[config.mk]
export PLATFORM = sky130hd
export DESIGN_NAME = servo_status_outputs
export DESIGN_NICKNAME = d
export VERILOG_FILES = /design/src/hdl/status_pkg.sv /design/src/hdl/pin_sync.sv /design/src/hdl/servo_status_outputs.sv
export SDC_FILE = /design/constraint.sdc
export NUM_CORES = 1
export LEC_CHECK = 0
export BUFFER_PORTS_ARGS = -buffer_cell sky130_fd_sc_hd__buf_2
export CAP_MARGIN = 20
export CORE_AREA = 2 2 125 127
export DETAILED_ROUTE_END_ITERATION = 8
export DIE_AREA = 0 0 127 129
export PLACE_DENSITY = 0.85
export SLEW_MARGIN = 10
export SYNTH_ARGS = -nofsm -noshare
export SYNTH_HDL_FRONTEND = slang
export SYNTH_SLANG_ARGS = --single-unit
[constraint.sdc]
create_clock -name hclk -period 5.42 [get_ports hclk]
set_input_delay 0.271 -clock hclk [delete_from_list [all_inputs] [get_ports hclk]]
set_output_delay 0.271 -clock hclk [all_outputs]
set_load 0.02 [all_outputs]
[src/hdl/status_pkg.sv]
// Purpose: Shared constants for the servo status output block
// Assumes: 10 MHz hclk, AHB-Lite register access, 32-bit data
// Notes:   Offsets are byte addresses of aligned words
package status_pkg;
    localparam int unsigned CLK_HZ        = 10_000_000;
    localparam int unsigned PWRON_MS      = 1000;
    localparam int unsigned PWRON_CYCLES  = CLK_HZ / 1000 * PWRON_MS;
    localparam int unsigned DELAY_MS_DIV  = CLK_HZ / 1000;
    localparam int          SYNC_STAGES   = 3;
    localparam int          DROOP_W       = 24;
    localparam int          DELAY_W       = 16;
    localparam int          ASSIGN_W      = 4;

    localparam logic [7:0] OFS_CTRL   = 8'h00;
    localparam logic [7:0] OFS_RANGE  = 8'h04;
    localparam logic [7:0] OFS_DELAY  = 8'h08;
    localparam logic [7:0] OFS_ASSIGN = 8'h0C;
    localparam logic [7:0] OFS_STATUS = 8'h10;
    localparam logic [7:0] OFS_IRQST  = 8'h14;
    localparam logic [7:0] OFS_IRQMSK = 8'h18;

    localparam logic [DROOP_W-1:0] RANGE_RST  = 24'h000064;
    localparam logic [DELAY_W-1:0] DELAY_RST  = 16'h0000;
    localparam logic [ASSIGN_W-1:0] ASSIGN_RST = 4'h0;

    // Status and interrupt bit positions
    localparam int BIT_BRAKE = 0;
    localparam int BIT_INPOS = 1;
    localparam int BIT_READY = 2;
    localparam int BIT_DBIL  = 3;
    localparam int BIT_TRBL  = 4;
    localparam int NSTAT     = 5;

    // Assign register: bit 0 ready pin enable, bit 1 dynamic brake pin enable
    localparam int ASN_READY = 0;
    localparam int ASN_DBIL  = 1;

    typedef enum logic [1:0] {
        LOOP_POSITION,
        LOOP_SPEED,
        LOOP_TORQUE
    } loop_mode_type;
endpackage : status_pkg

[src/hdl/pin_sync.sv]
// Purpose: Three-stage synchroniser with agreement filter
// Assumes: Input is asynchronous to hclk
// Notes:   First stage feeds only the second stage
`timescale 1ns/1ps
module pin_sync (
    input  wire logic hclk,
    input  wire logic hresetn,
    input  wire logic pin,
    output logic      level
);
    logic [status_pkg::SYNC_STAGES-1:0] stage_q;
    logic [status_pkg::SYNC_STAGES-1:0] stage_d;
    logic                               level_q;
    logic                               level_d;

    always_comb begin
        stage_d = {stage_q[status_pkg::SYNC_STAGES-2:0], pin};
        level_d = level_q;
        // Change only once stages two and three agree
        if (stage_q[1] == stage_q[2]) begin
            level_d = stage_q[2];
        end
    end

    always_ff @(posedge hclk or negedge hresetn) begin
        if (!hresetn) begin
            stage_q <= '0;
            level_q <= 1'b0;
        end else begin
            stage_q <= stage_d;
            level_q <= level_d;
        end
    end

    assign level = level_q;
endmodule : pin_sync

[src/hdl/servo_status_outputs.sv]
// Purpose: Status outputs of a servo driver, with AHB-Lite registers
// Assumes: 10 MHz hclk; pin-level inputs from the drive core
// Notes:   Overview of operation and tags below
//
// Overview of operation
// - Brake interlock off while servo is off or an alarm is active.
// - Brake interlock turns on after the programmed brake delay.
// - In-position on while droop magnitude is within the range.
// - In-position range comes from a writable register.
// - Slow rotation inside a wide range may show in-position; not blocked.
// - In-position asserts when servo-on becomes active.
// - In-position is held off in speed loop mode.
// - Ready on only when servo on and driver prepared.
// - Dynamic brake interlock drops the cycle after the synchronised brake input rises.
// - Alarm equals trouble output inactive: power-off or base shutoff.
// - Trouble output asserts about one second after power-on.
`timescale 1ns/1ps
module servo_status_outputs #(
    parameter int unsigned PWRON_CYCLES = status_pkg::PWRON_CYCLES
) (
    input  wire logic        hclk,
    input  wire logic        hresetn,
    input  wire logic        hsel,
    input  wire logic [31:0] haddr,
    input  wire logic [1:0]  htrans,
    input  wire logic        hwrite,
    input  wire logic [2:0]  hsize,
    input  wire logic [31:0] hwdata,
    input  wire logic        hready,
    output logic [31:0]      hrdata,
    output logic             hreadyout,
    output logic             hresp,
    input  wire logic        servo_on,
    input  wire logic        alarm,
    input  wire logic        drive_prepared,
    input  wire logic        dyn_brake_active,
    input  wire logic [1:0]  loop_mode,
    input  wire logic [23:0] droop_count,
    output logic             brake_interlock_out,
    output logic             in_position_out,
    output logic             ready_out,
    output logic             dyn_brake_interlock_out,
    output logic             trouble_out,
    output logic             irq
);
    ////////////////////////////////////////////////////////////////////////
    // Input synchronisers
    logic servo_on_s;
    logic alarm_s;
    logic prepared_s;
    logic dbrake_s;

    pin_sync u_sync_son (.hclk(hclk), .hresetn(hresetn), .pin(servo_on),
                         .level(servo_on_s));
    pin_sync u_sync_alm (.hclk(hclk), .hresetn(hresetn), .pin(alarm),
                         .level(alarm_s));
    pin_sync u_sync_prp (.hclk(hclk), .hresetn(hresetn),
                         .pin(drive_prepared), .level(prepared_s));
    pin_sync u_sync_dbk (.hclk(hclk), .hresetn(hresetn),
                         .pin(dyn_brake_active), .level(dbrake_s));

    ////////////////////////////////////////////////////////////////////////
    // AHB-Lite slave, zero wait states
    logic                                   wr_pend_q;
    logic                                   wr_pend_d;
    logic                                   rd_pend_q;
    logic                                   rd_pend_d;
    logic [7:0]                             addr_q;
    logic [7:0]                             addr_d;
    logic [31:0]                            rdata_q;
    logic [31:0]                            rdata_d;
    logic                                   ctrl_irq_clr;
    logic [status_pkg::DROOP_W-1:0]         range_q;
    logic [status_pkg::DROOP_W-1:0]         range_d;
    logic [status_pkg::DELAY_W-1:0]         delay_q;
    logic [status_pkg::DELAY_W-1:0]         delay_d;
    logic [status_pkg::ASSIGN_W-1:0]        assign_q;
    logic [status_pkg::ASSIGN_W-1:0]        assign_d;
    logic [status_pkg::NSTAT-1:0]           mask_q;
    logic [status_pkg::NSTAT-1:0]           mask_d;
    logic [status_pkg::NSTAT-1:0]           stat_vec;

    function automatic logic [31:0] read_mux(
        input logic [7:0]                      a,
        input logic [status_pkg::DROOP_W-1:0]  rng,
        input logic [status_pkg::DELAY_W-1:0]  dly,
        input logic [status_pkg::ASSIGN_W-1:0] asn,
        input logic [status_pkg::NSTAT-1:0]    st,
        input logic [status_pkg::NSTAT-1:0]    ist,
        input logic [status_pkg::NSTAT-1:0]    msk
    );
        logic [31:0] r;
        r = 32'h00000000;
        unique case (a)
            status_pkg::OFS_RANGE:  r[status_pkg::DROOP_W-1:0] = rng;
            status_pkg::OFS_DELAY:  r[status_pkg::DELAY_W-1:0] = dly;
            status_pkg::OFS_ASSIGN: r[status_pkg::ASSIGN_W-1:0] = asn;
            status_pkg::OFS_STATUS: r[status_pkg::NSTAT-1:0] = st;
            status_pkg::OFS_IRQST:  r[status_pkg::NSTAT-1:0] = ist;
            status_pkg::OFS_IRQMSK: r[status_pkg::NSTAT-1:0] = msk;
            default:                r = 32'h00000000;
        endcase
        return r;
    endfunction : read_mux

    logic [status_pkg::NSTAT-1:0] ist_q;
    logic [status_pkg::NSTAT-1:0] ist_d;
    logic [status_pkg::NSTAT-1:0] stat_prev_q;

    always_comb begin
        logic take;
        take      = hsel && hready && htrans[1];
        wr_pend_d = take && hwrite;
        rd_pend_d = take && !hwrite;
        addr_d    = take ? haddr[7:0] : addr_q;
        range_d   = range_q;
        delay_d   = delay_q;
        assign_d  = assign_q;
        mask_d    = mask_q;
        rdata_d   = rdata_q;
        if (wr_pend_q) begin
            unique case (addr_q)
                status_pkg::OFS_RANGE:
                    range_d = hwdata[status_pkg::DROOP_W-1:0];
                status_pkg::OFS_DELAY:
                    delay_d = hwdata[status_pkg::DELAY_W-1:0];
                status_pkg::OFS_ASSIGN:
                    assign_d = hwdata[status_pkg::ASSIGN_W-1:0];
                status_pkg::OFS_IRQMSK:
                    mask_d = hwdata[status_pkg::NSTAT-1:0];
                default: ;
            endcase
        end
        if (rd_pend_d) begin
            rdata_d = read_mux(haddr[7:0], range_q, delay_q, assign_q,
                               stat_vec, ist_q, mask_q);
        end
    end

    assign ctrl_irq_clr = rd_pend_q && (addr_q == status_pkg::OFS_IRQST);

    always_ff @(posedge hclk or negedge hresetn) begin
        if (!hresetn) begin
            wr_pend_q <= 1'b0;
            rd_pend_q <= 1'b0;
            addr_q    <= 8'h00;
            rdata_q   <= 32'h00000000;
            range_q   <= status_pkg::RANGE_RST;
            delay_q   <= status_pkg::DELAY_RST;
            assign_q  <= status_pkg::ASSIGN_RST;
            mask_q    <= '0;
        end else begin
            wr_pend_q <= wr_pend_d;
            rd_pend_q <= rd_pend_d;
            addr_q    <= addr_d;
            rdata_q   <= rdata_d;
            range_q   <= range_d;
            delay_q   <= delay_d;
            assign_q  <= assign_d;
            mask_q    <= mask_d;
        end
    end

    assign hrdata    = rdata_q;
    assign hreadyout = 1'b1;
    assign hresp     = 1'b0;

    ////////////////////////////////////////////////////////////////////////
    // Status generation
    logic                          trouble_q, trouble_d;
    logic [23:0]                   pwr_cnt_q, pwr_cnt_d;
    logic [status_pkg::DELAY_W-1:0] ms_cnt_q, ms_cnt_d;
    logic [15:0]                   tick_q, tick_d;
    logic                          brake_q, brake_d;
    logic                          inpos_q, inpos_d;
    logic                          ready_q, ready_d;
    logic                          dbil_q, dbil_d;
    logic                          son_prev_q;
    logic                          fault;
    logic [status_pkg::DROOP_W-1:0] droop_mag;

    assign fault     = alarm_s || !trouble_q;
    assign droop_mag = droop_count[status_pkg::DROOP_W-1]
                       ? (~droop_count + 24'h000001) : droop_count;

    always_comb begin
        trouble_d = trouble_q;
        pwr_cnt_d = pwr_cnt_q;
        if (alarm_s) begin
            trouble_d = 1'b0;
        end else if (pwr_cnt_q == 24'(PWRON_CYCLES - 1)) begin
            trouble_d = 1'b1;
        end else begin
            pwr_cnt_d = pwr_cnt_q + 24'h000001;
        end
        tick_d   = tick_q;
        ms_cnt_d = ms_cnt_q;
        brake_d  = brake_q;
        if (!servo_on_s || fault) begin
            brake_d  = 1'b0;
            tick_d   = 16'h0000;
            ms_cnt_d = '0;
        end else if (!brake_q) begin
            if (ms_cnt_q >= delay_q) begin
                brake_d = 1'b1;
            end else if (tick_q == 16'(status_pkg::DELAY_MS_DIV - 1)) begin
                tick_d   = 16'h0000;
                ms_cnt_d = ms_cnt_q + 16'h0001;
            end else begin
                tick_d = tick_q + 16'h0001;
            end
        end
        // in-position; slow motion is not suppressed
        inpos_d = 1'b0;
        if (loop_mode != status_pkg::LOOP_SPEED) begin
            inpos_d = (droop_mag <= range_q) ||
                      (servo_on_s && !son_prev_q);
        end
        ready_d = assign_q[status_pkg::ASN_READY] && servo_on_s &&
                  prepared_s && !fault;
        dbil_d = assign_q[status_pkg::ASN_DBIL] && !dbrake_s;
    end

    always_ff @(posedge hclk or negedge hresetn) begin
        if (!hresetn) begin
            trouble_q  <= 1'b0;
            pwr_cnt_q  <= 24'h000000;
            tick_q     <= 16'h0000;
            ms_cnt_q   <= '0;
            brake_q    <= 1'b0;
            inpos_q    <= 1'b0;
            ready_q    <= 1'b0;
            dbil_q     <= 1'b0;
            son_prev_q <= 1'b0;
        end else begin
            trouble_q  <= trouble_d;
            pwr_cnt_q  <= pwr_cnt_d;
            tick_q     <= tick_d;
            ms_cnt_q   <= ms_cnt_d;
            brake_q    <= brake_d;
            inpos_q    <= inpos_d;
            ready_q    <= ready_d;
            dbil_q     <= dbil_d;
            son_prev_q <= servo_on_s;
        end
    end

    assign brake_interlock_out     = brake_q;
    assign in_position_out         = inpos_q;
    assign ready_out               = ready_q;
    assign dyn_brake_interlock_out = dbil_q;
    assign trouble_out             = trouble_q;
    assign stat_vec = {trouble_q, dbil_q, ready_q, inpos_q, brake_q};

    ////////////////////////////////////////////////////////////////////////
    // Interrupts: sticky on any status change; read clears, set wins
    logic irq_q, irq_d;

    always_comb begin
        ist_d = ist_q;
        // Clear only reported bits; an event at the address edge survives
        if (ctrl_irq_clr) begin
            ist_d = ist_q & ~rdata_q[status_pkg::NSTAT-1:0];
        end
        ist_d = ist_d | (stat_vec ^ stat_prev_q);
        irq_d = |(ist_d & mask_d);
    end

    always_ff @(posedge hclk or negedge hresetn) begin
        if (!hresetn) begin
            ist_q       <= '0;
            stat_prev_q <= '0;
            irq_q       <= 1'b0;
        end else begin
            ist_q       <= ist_d;
            stat_prev_q <= stat_vec;
            irq_q       <= irq_d;
        end
    end

    assign irq = irq_q;

    ////////////////////////////////////////////////////////////////////////
    // Assertions
    brake_off_a: assert property (@(posedge hclk) disable iff (!hresetn)
        (!servo_on_s || fault) |=> !brake_interlock_out)
        else $error("brake interlock on while off or faulted");
    speed_inpos_a: assert property (@(posedge hclk) disable iff (!hresetn)
        (loop_mode == status_pkg::LOOP_SPEED) |=> !in_position_out)
        else $error("in-position asserted in speed loop");
    inpos_range_a: assert property (@(posedge hclk) disable iff (!hresetn)
        (loop_mode != status_pkg::LOOP_SPEED && droop_mag <= range_q)
        |=> in_position_out)
        else $error("in-position missing inside range");
    ready_cond_a: assert property (@(posedge hclk) disable iff (!hresetn)
        ready_out |-> $past(servo_on_s && prepared_s))
        else $error("ready without servo on and prepared");
    dbil_drop_a: assert property (@(posedge hclk) disable iff (!hresetn)
        $rose(dbrake_s) |=> !dyn_brake_interlock_out)
        else $error("dynamic brake interlock not dropped");
    son_inpos_a: assert property (@(posedge hclk) disable iff (!hresetn)
        ($rose(servo_on_s) && loop_mode != status_pkg::LOOP_SPEED)
        |=> in_position_out)
        else $error("in-position missing at servo on");
    alarm_trbl_a: assert property (@(posedge hclk) disable iff (!hresetn)
        alarm_s |=> !trouble_out)
        else $error("trouble output on during alarm");
    reset_out_a: assert property (@(posedge hclk)
        $rose(hresetn) |-> !brake_interlock_out && !ready_out)
        else $error("outputs not low after reset");
    brake_wait_a: assert property (@(posedge hclk) disable iff (!hresetn)
        $rose(brake_interlock_out) |-> ms_cnt_q >= delay_q)
        else $error("brake interlock before delay");
endmodule : servo_status_outputs

==> results of run 1 <==
## final cells by class
type	instances	area, µm²
antenna	2	5.00
clock buffer	22	494
clock inverter	10	103
fill	1110	4840
inverter	52	195
multi-input combinational	615	4200
sequential	172	4310
tap	188	235
timing repair buffer	110	602
## per-layer routing
| layer | part of all wire | wire (µm) |
|---|---|---|
| met1 | 0.41 | 8530 |
| met2 | 0.49 | 10100 |
| met3 | 0.062 | 1270 |
| met4 | 0.033 | 678 |
| met5 | 0 | 0 |
## cells in the final DEF (no fill, tap or decap), types with 8 or more instances in the layout
| cell type | count |
|---|---|
| conb_1 | 10 |
| o31ai_1 | 17 |
| buf_2 | 96 |
| a21oi_1 | 42 |
| inv_1 | 52 |
| or3_1 | 17 |
| nor2b_1 | 9 |
| a21o_1 | 12 |
| xor2_1 | 15 |
| nand4_1 | 17 |
| nor2_1 | 48 |
| a221oi_1 | 15 |
| clkbuf_16 | 17 |
| o21ai_0 | 59 |
| ha_1 | 44 |
| nand3_1 | 30 |
| mux2_2 | 35 |
| buf_4 | 8 |
| nand2_1 | 91 |
| or4_1 | 17 |
| and3_1 | 10 |
| xnor2_1 | 35 |
| dfrtp_1 | 169 |
## sequential cells by signal, indices dropped and copies added, names as in the netlist, 4 cells and up
signal,cells
addr_q,8
assign_q,4
delay_q,16
hrdata,24
ist_q,5
mask_q,5
ms_cnt_q,16
pwr_cnt_q,24
range_q,24
stat_prev_q,5
tick_q,16
## final timing paths
kind / endpoint / start / cells after the start
max reg2reg: tick_q[3] / delay_q[15] / 8
min in group asynchronous: hrdata[19] / hresetn / 2
max in group asynchronous: ms_cnt_q[0] / hresetn / 3
min reg2reg: u_sync_prp.stage_q[1] / u_sync_prp.stage_q[0] / 0
min: range_q[18] / hwdata[18] / 3
max: tick_q[3] / delay_q[15] / 8
## worst max-delay path: cells and delay by family (launching register included)
family,cells,cell delay (ns)
simple gates,2,1.29
compound gates,4,0.88
flops,1,0.37
fa+ha+maj,1,0.30
buf+inv,1,0.05
## per-stage QoR
stage                     total power, mW  worst slack [ns]  cell area (µm²)   util  hold WS (ns)
after floorplan                      1.69              2.36             8870      -       -0.0246
after CTS                            3.05              2.35            10100  0.677        0.0280
final                                3.03              2.37            10100  0.677        0.0398
after global routing                 3.16              2.10            10100  0.677        0.0463
after global placement               1.82              2.06             9480  0.633         0.261
after detailed placement             1.84              1.99             9490  0.633         0.257
## kinds of logic after synthesis
| logic type | count (synthesis) | synth area share |
|---|---|---|
| AOI/OAI and AO/OA | 180 | 0.130 |
| xor gates and xnor gates | 50 | 0.0495 |
| adders and majority gates | 48 | 0.0668 |
| buffers and inverters | 88 | 0.0426 |
| DFF | 172 | 0.487 |
| muxes | 39 | 0.0491 |
| other | 2 | 0.000849 |
| and+or+nand+nor | 288 | 0.174 |
## power by group
part           leakage, nW  internal [mW]  total (mW)  switching (mW)
logic                 2.28          0.154       0.359           0.205
registers             2.11           1.38        1.46          0.0792
clock network        0.290          0.700        1.21           0.510
total                 4.68           2.23        3.03           0.794
## repair_timing
action | in CTS | in global routing
gates resized for setup | 0 | 0
setup buffers | 0 | 0
hold buffers | 5 | 0
endpoints found under the hold margin | 55 | 0
==> impl_results.md, run 1 <==
- Share of layout cells above drive strength 1: 0.196
- First-pass GRT wire length: 34.5 mm
- Vias/cell: 6.03
- Number of flops mapped to enable cells by yosys: 0
- WS Path Type: reg -> reg
- TritonCTS Sinks: 172
- Port bufs: 97
- Max_cap viols: 0
- Flops & latches, synth: 172
- Synth area leaders: dfrtp_1, ha_1, mux2_2, nand2_1, xnor2_1
- Deepest clock path buffer count: 2
- M2 GR Usage: 0.444
- Status: finished clean
- DP HPWL: 14.4 mm
- CP arrival: 3.33 ns
- Slowest cell on the critical path: nand4_1
- DR pass1 iterations: 5
- Most frequent cells after synthesis: dfrtp_1, nand2_1, o21ai_0
- Post-Syn Area: 0.00884 mm²
- Crit end category: flip-flop
- Drt total wl: 20.6 mm
- Worst-path clk slew: 0.07 ns
- Synth top area share: 0.478
- Period utilization: 0.562
- Period minus WS final: 3.05 ns
- Via count: 7057
- Crit path largest cell delay: 0.68 ns
- Ports: 144
- Row cnt: 45
- Met3 usage: 0.0595
- H-Tree Depth: 4
- Antenna viol nets, final: 0
- Slew headroom: 0.331
- Final hold violations: 0
- Top Usage Layer GRT: met2
- Netlist cell types: 63
- Antenna violations before repair: 2
- Worst path cell trace: inv_1 -> ha_1 -> a211oi_1 -> o21ai_1 -> a31oi_1 -> nand4_1 -> nand2b_1 -> a21oi_1
- Chip Width: 127 µm
- Crit-path max FO: 13
- Ys flop type: dfrtp_1
- Worst vdd ir: 0.271 mV
- Clk_lat worst skew: 0.43 ns
- Iter 0 DRT Violations: 489
- Cell taking the most area after synthesis: dfrtp_1
- Async S/R FF share, synth: 1.00
- Register area share after synthesis: 0.487
- Fin nets: 1116
- CTS tree: done
- Mapped Cells: 867
- Worst Hold Class: in -> reg
- GR Util met1: 0.335
- Finished Layout Cells: 1171
- Gr usage total: 0.266
- Crit path required time: 5.71 ns
- Sum Neg Setup Slack: 0 ns
- Residual DRC count: 0
- Static Leak: 4.68 nW
- R2r setup slk: 2.37 ns
- Cts bufs inserted: 17
- Drt wl/cell: 17.6 µm
- Final GP Congestion: 0.902
- Syn-to-layout area delta: 14.7%
- RSZ-0062 raised after global routing: no
- # setup viols final: 0
- Clk_skew: 0.00850 ns
- Largest net degree at the start of global routing: 71
- Achievable frequency: 0.328 GHz
- Warnings, synthesis: 0
- GR Overflow Total: 0
- Placed Instances: 1132
- CP startpoint kind: flip-flop
- Pwr dens: 299 mW/mm²
- Final slew viol count: 0
- Full die area: 0.0164 mm²
- Syn_area_per_cell: 10.2 µm²
- Worst slew pin tran: 1.00 ns
- Root buffer cell: clkbuf_16
- Initial core utilization: 0.590
- Most common cell in the synthesized netlist: dfrtp_1
- Die Span Y: 129 µm
- Core area: 0.0150 mm²
- Vias in the first global route: 7147
(Power assumes the default switching activity.)
==> inputs of run 2 (changes only) <==
- CORE_AREA: 2 2 125 127 -> 2 2 135 137
- DIE_AREA: 0 0 127 129 -> 0 0 137 139
- PLACE_DENSITY: 0.85 -> 0.77
- clock period: 5.42 -> 2.56 ns (I/O delays scaled with it)
==> impl_results.md, run 2 (same netlist as run 1, synthesis figures left out) <==
- Clk_lat worst skew: 0.43 ns
- Iter 0 DRT Violations: 447
- First-pass GRT wire length: 36.5 mm
- GR Overflow Total: 0
- Sw power: 1.76 mW
- Vias in the first global route: 7528
- Drt wl/cell: 17.0 µm
- Row cnt: 49
- Share of layout cells above drive strength 1: 0.239
- Crit-path max FO: 4
- Antenna violations before repair: 1
- TritonCTS Sinks: 172
- Largest net degree at the start of global routing: 66
- Via count: 7270
- Residual DRC count: 0
- Reg power frac: 0.473
- Sum Neg Setup Slack: -0.112 ns
- Initial core utilization: 0.501
- Crit path largest cell delay: 0.53 ns
- Post-route setup slack: -0.112 ns
- Placed Instances: 1222
- Port bufs: 97
- Full die area: 0.0190 mm²
- Clock power frac: 0.398
- Drt total wl: 22.1 mm
- Leading cell type in the layout, fill and taps excluded: dfrtp_1
- RSZ-0062 raised after global routing: yes
- Finished Layout Cells: 1295
- WS Path Type: in -> reg
- Period utilization: 1.04
- Static Leak: 5.09 nW
- CP startpoint kind: input port
- Crit path required time: 2.86 ns
- Antenna viol nets, final: 0
- Final slew viol count: 0
- CP arrival: 2.97 ns
- Ports: 144
- Achievable frequency: 0.374 GHz
- WP buf/inv: 1
- Worst path cell trace: buf_6 -> or4_4 -> or3_4 -> or3_4 -> o31ai_4 -> xnor2_1 -> ha_1 -> nand4_1 -> or3_4 -> o211ai_1 -> o32ai_2
- Root buffer cell: clkbuf_16
- Gr usage total: 0.242
- Worst slew pin tran: 0.903 ns
- Pwr dens: 593 mW/mm²
- Crit end category: flip-flop
- Fin nets: 1200
- Commonest cells after routing, fill and taps aside: dfrtp_1, buf_2, nand2_1, o21ai_0, buf_4
- Worst vdd ir: 0.489 mV
- Final hold violations: 0
- DR pass1 iterations: 5
- Final core utilization: 0.624
- DP HPWL: 15.5 mm
- Failing checks: setup timing
- Top cell family by delay on the critical path: simple AND/OR/NAND/NOR gates
- Pre-CTS setup slack: -0.603 ns
- Status: finished, violations left
- Sw Share: 0.270
- Final GP Congestion: 0.885
- Final instance area: 0.0110 mm²
- Slowest cell on the critical path: or4_4
- Die Span Y: 139 µm
- Syn-to-layout area delta: 24.6%
- Clk_skew: 0.0115 ns
- Vias/cell: 5.61
- Period minus WS final: 2.67 ns
- Total power: 6.53 mW
- Cell Int Power: 4.77 mW
- Deepest clock path buffer count: 2
- Worst Hold Class: in -> reg
- Area post-placement: 0.00994 mm²
- CTS tree: done
- Chip Width: 137 µm
- Final hold slack: 0.0338 ns
- # setup viols final: 1
- Combinational power share: 0.129
- H-Tree Depth: 4
- Most used cell, CP: or3_4
- Core area: 0.0177 mm²
- Cts bufs inserted: 17
- Worst-path clk slew: 0.07 ns
- Slew headroom: 0.398
- Max_cap viols: 0
[run 2: changes by cell type in the layout (fill, tap and decap cells not counted), sizes merged]
cell         change
buf             +53
bufinv           +1
diode            -1
dlygate4sd3     +30
inv              +3
nand4            +1
clkbuf           -4
[run 2: what timing repair did]
item,in CTS,in global routing
endpoints found under the setup margin,3,22
gates resized for setup,6,10
setup buffers,0,4
hold buffers,35,0
gates cloned,0,1
pin swaps,0,5
endpoints found under the hold margin,109,0
[run 2: power by group through the flow]
| stage | Combinational, mW | Sequential [mW] | Clock, mW |
|---|---|---|---|
| after floorplan | 0.433 | 3.14 | 0 |
| after global placement | 0.769 | 3.13 | 0 |
| after detailed placement | 0.796 | 3.14 | 0 |
| after CTS | 0.845 | 3.09 | 2.64 |
| after global routing | 0.951 | 3.12 | 2.75 |
| final | 0.843 | 3.09 | 2.60 |
[run 2: path summary, 6_finish.rpt]
kind	end	startpoint	slack (ns)	cells after the start
setup reg to reg	ms_cnt_q[15]	delay_q[1]	0.14	9
max in group asynchronous	range_q[5]	hresetn	1.56	3
setup / recovery	in_position_out	droop_count[3]	-0.11	11
hold reg to reg	u_sync_dbk.stage_q[1]	u_sync_dbk.stage_q[0]	0.35	0
min in group asynchronous	hrdata[22]	hresetn	0.24	2
hold / removal	addr_q[1]	haddr[1]	0.03	2
[run 2: worst register-to-register path: stages (launching register included)]
cell and delay (ns):
dfrtp_1 0.40, inv_1 0.07, ha_1 0.31, a31oi_1 0.18, nor2b_1 0.09, o2111ai_2 0.25
buf_4 0.20, nand4_4 0.16, or4_1 0.53, a21oi_1 0.15
[run 2: cell type report]
class / count / area (µm²)
inverter: 52 / 195
sequential: 172 / 4310
antenna: 1 / 2.50
clock buffer: 18 / 429
fill: 1435 / 6640
multi-input combinational: 616 / 4300
timing repair buffer: 193 / 1340
tap: 229 / 287
clock inverter: 14 / 158
[run 2: per-layer routing]
| layer | vias to the layer above | global-route usage | routed length, µm |
|---|---|---|---|
| li1 | 3471 | - | - |
| met1 | 3533 | 0.310 | 9510 |
| met2 | 213 | 0.401 | 10700 |
| met3 | 53 | 0.0530 | 1280 |
| met4 | 0 | 0.0874 | 612 |
| met5 | - | 0 | 0 |
==> inputs of run 3 (changes only) <==
- REMOVE_ABC_BUFFERS: default -> 1
==> impl_results.md, run 3 (same netlist as run 1, synthesis figures left out) <==
- GR Overflow Total: 0
- Die Span Y: 139 µm
- Crit end category: flip-flop
- WL met2: 10.5 mm
- Worst reg-to-reg path cell count: 10
- Via count: 7251
- Drt wl/cell: 16.3 µm
- Worst Hold Class: in -> reg
- Slew headroom: 0.466
- WL met3: 950 µm
- Row cnt: 49
- Most used cell, CP: or3_4
- Vias/cell: 5.59
- Worst vdd ir: 0.494 mV
- Final slew viol count: 0
- Residual DRC count: 0
- Worst slew pin tran: 0.801 ns
- Final hold violations: 0
- H-Tree Depth: 4
- Pre-CTS setup slack: -0.620 ns
- Clk_skew: 0.00734 ns
- Share of layout cells above drive strength 1: 0.241
- Antenna viol nets, final: 0
- Max_cap viols: 0
- M1 wire length: 9.18 mm
- Period utilization: 1.05
- Sum Neg Setup Slack: -0.130 ns
- First-pass GRT wire length: 35.2 mm
- Antenna violations before repair: 0
- Worst path cell trace: buf_6 -> or4_4 -> or3_4 -> or3_4 -> o31ai_4 -> xnor2_1 -> ha_1 -> nand4_1 -> or3_4 -> nor2_4 -> o31a_1 -> o32ai_1
- Period minus WS final: 2.69 ns
- Final GP Congestion: 0.878
- Full die area: 0.0190 mm²
- Root buffer cell: clkbuf_16
- Largest net degree at the start of global routing: 77
- Core area: 0.0177 mm²
- Ports: 144
- Fin nets: 1204
- Crit path largest cell delay: 0.54 ns
- Clk_lat worst skew: 0.43 ns
- N_diodes: 0
- Drt total wl: 21.2 mm
- Pwr dens: 597 mW/mm²
- Top Metal Used: met4
- DP HPWL: 15.1 mm
- Vias in the first global route: 7237
- Crit path depth: 12
- CTS tree: done
- Status: finished, violations left
- Chip Width: 137 µm
- Commonest cells after routing, fill and taps aside: dfrtp_1, buf_2, nand2_1, buf_4, o21ai_0
- Cts bufs inserted: 17
- Top cell family by delay on the critical path: simple AND/OR/NAND/NOR gates
- Crit path required time: 2.87 ns
- Static Leak: 5.11 nW
- Port bufs: 97
- Leading cell type in the layout, fill and taps excluded: dfrtp_1
- Syn-to-layout area delta: 24.6%
- CP startpoint kind: input port
- CP arrival: 3.00 ns
- Hold depth: 2
- Iter 0 DRT Violations: 486
- WS Path Type: in -> reg
- WP buf/inv: 1
- Achievable frequency: 0.372 GHz
- Gr usage total: 0.232
- Failing checks: setup timing
- TritonCTS Sinks: 172
- Worst-path clk slew: 0.07 ns
- Crit-path max FO: 5
- Slowest cell on the critical path: or4_4
- # setup viols final: 1
- Deepest clock path buffer count: 2
- RSZ-0062 raised after global routing: yes
- DR pass1 iterations: 7
- Post-route setup slack: -0.130 ns
- Initial core utilization: 0.501
[run 3: per-stage QoR]
| step | std cells | total power, mW | hold WS, ns | cell area, µm² | utilization |
|---|---|---|---|---|---|
| 3_3_place_gp | 1223 | 3.89 | 0.203 | 9930 | 0.562 |
| 5_1_grt | 1298 | 6.87 | 0.0365 | 11000 | 0.624 |
| 4_1_cts | 1290 | 6.62 | 0.0282 | 10900 | 0.617 |
| 3_5_place_dp | 1223 | 3.92 | 0.202 | 9930 | 0.562 |
| 2_1_floorplan | 839 | 3.56 | -0.168 | 8690 | - |
| 6_report | 1298 | 6.57 | 0.0450 | 11000 | 0.624 |
[run 3: area by class of cell]
type                       instances  area (µm²)
clock buffer                      18         429
multi-input combinational        616        4270
fill                            1391        6640
tap                              229         287
sequential                       172        4310
inverter                          52         195
timing repair buffer             197        1350
clock inverter                    14         178
[run 3: power by group]
group | leakage [nW] | internal (mW) | total [mW] | switching (mW)
Sequential | 2.11 | 2.92 | 3.08 | 0.160
Combinational | 2.70 | 0.391 | 0.847 | 0.456
Clock | 0.299 | 1.48 | 2.65 | 1.17
Total | 5.11 | 4.79 | 6.57 | 1.78
[run 3: final timing paths]
kind                                            start               endpoint  slack (ns)
worst max-delay path                   droop_count[3]        in_position_out       -0.13
worst max register to register            delay_q[15]           ms_cnt_q[10]        0.12
min in group asynchronous                     hresetn             hrdata[21]        0.28
max in group asynchronous                     hresetn          pwr_cnt_q[18]        1.47
worst min-delay path                         haddr[1]              addr_q[1]        0.04
worst min register to register  u_sync_prp.stage_q[0]  u_sync_prp.stage_q[1]        0.35
[run 3: what timing repair did]
item                                   4_1_cts  5_1_grt
hold buffers                                35        0
resized for setup                            2       11
pin swaps                                    1        2
setup endpoints to repair                    3       17
gates cloned                                 0        1
endpoints found under the hold margin      119        0
setup buffers                                0        7
[run 3: per-layer routing]
metal,global-route usage,vias up
met5,0,-
met4,0.0966,0
met3,0.0391,44
met2,0.383,215
met1,0.302,3510
li1,-,3482
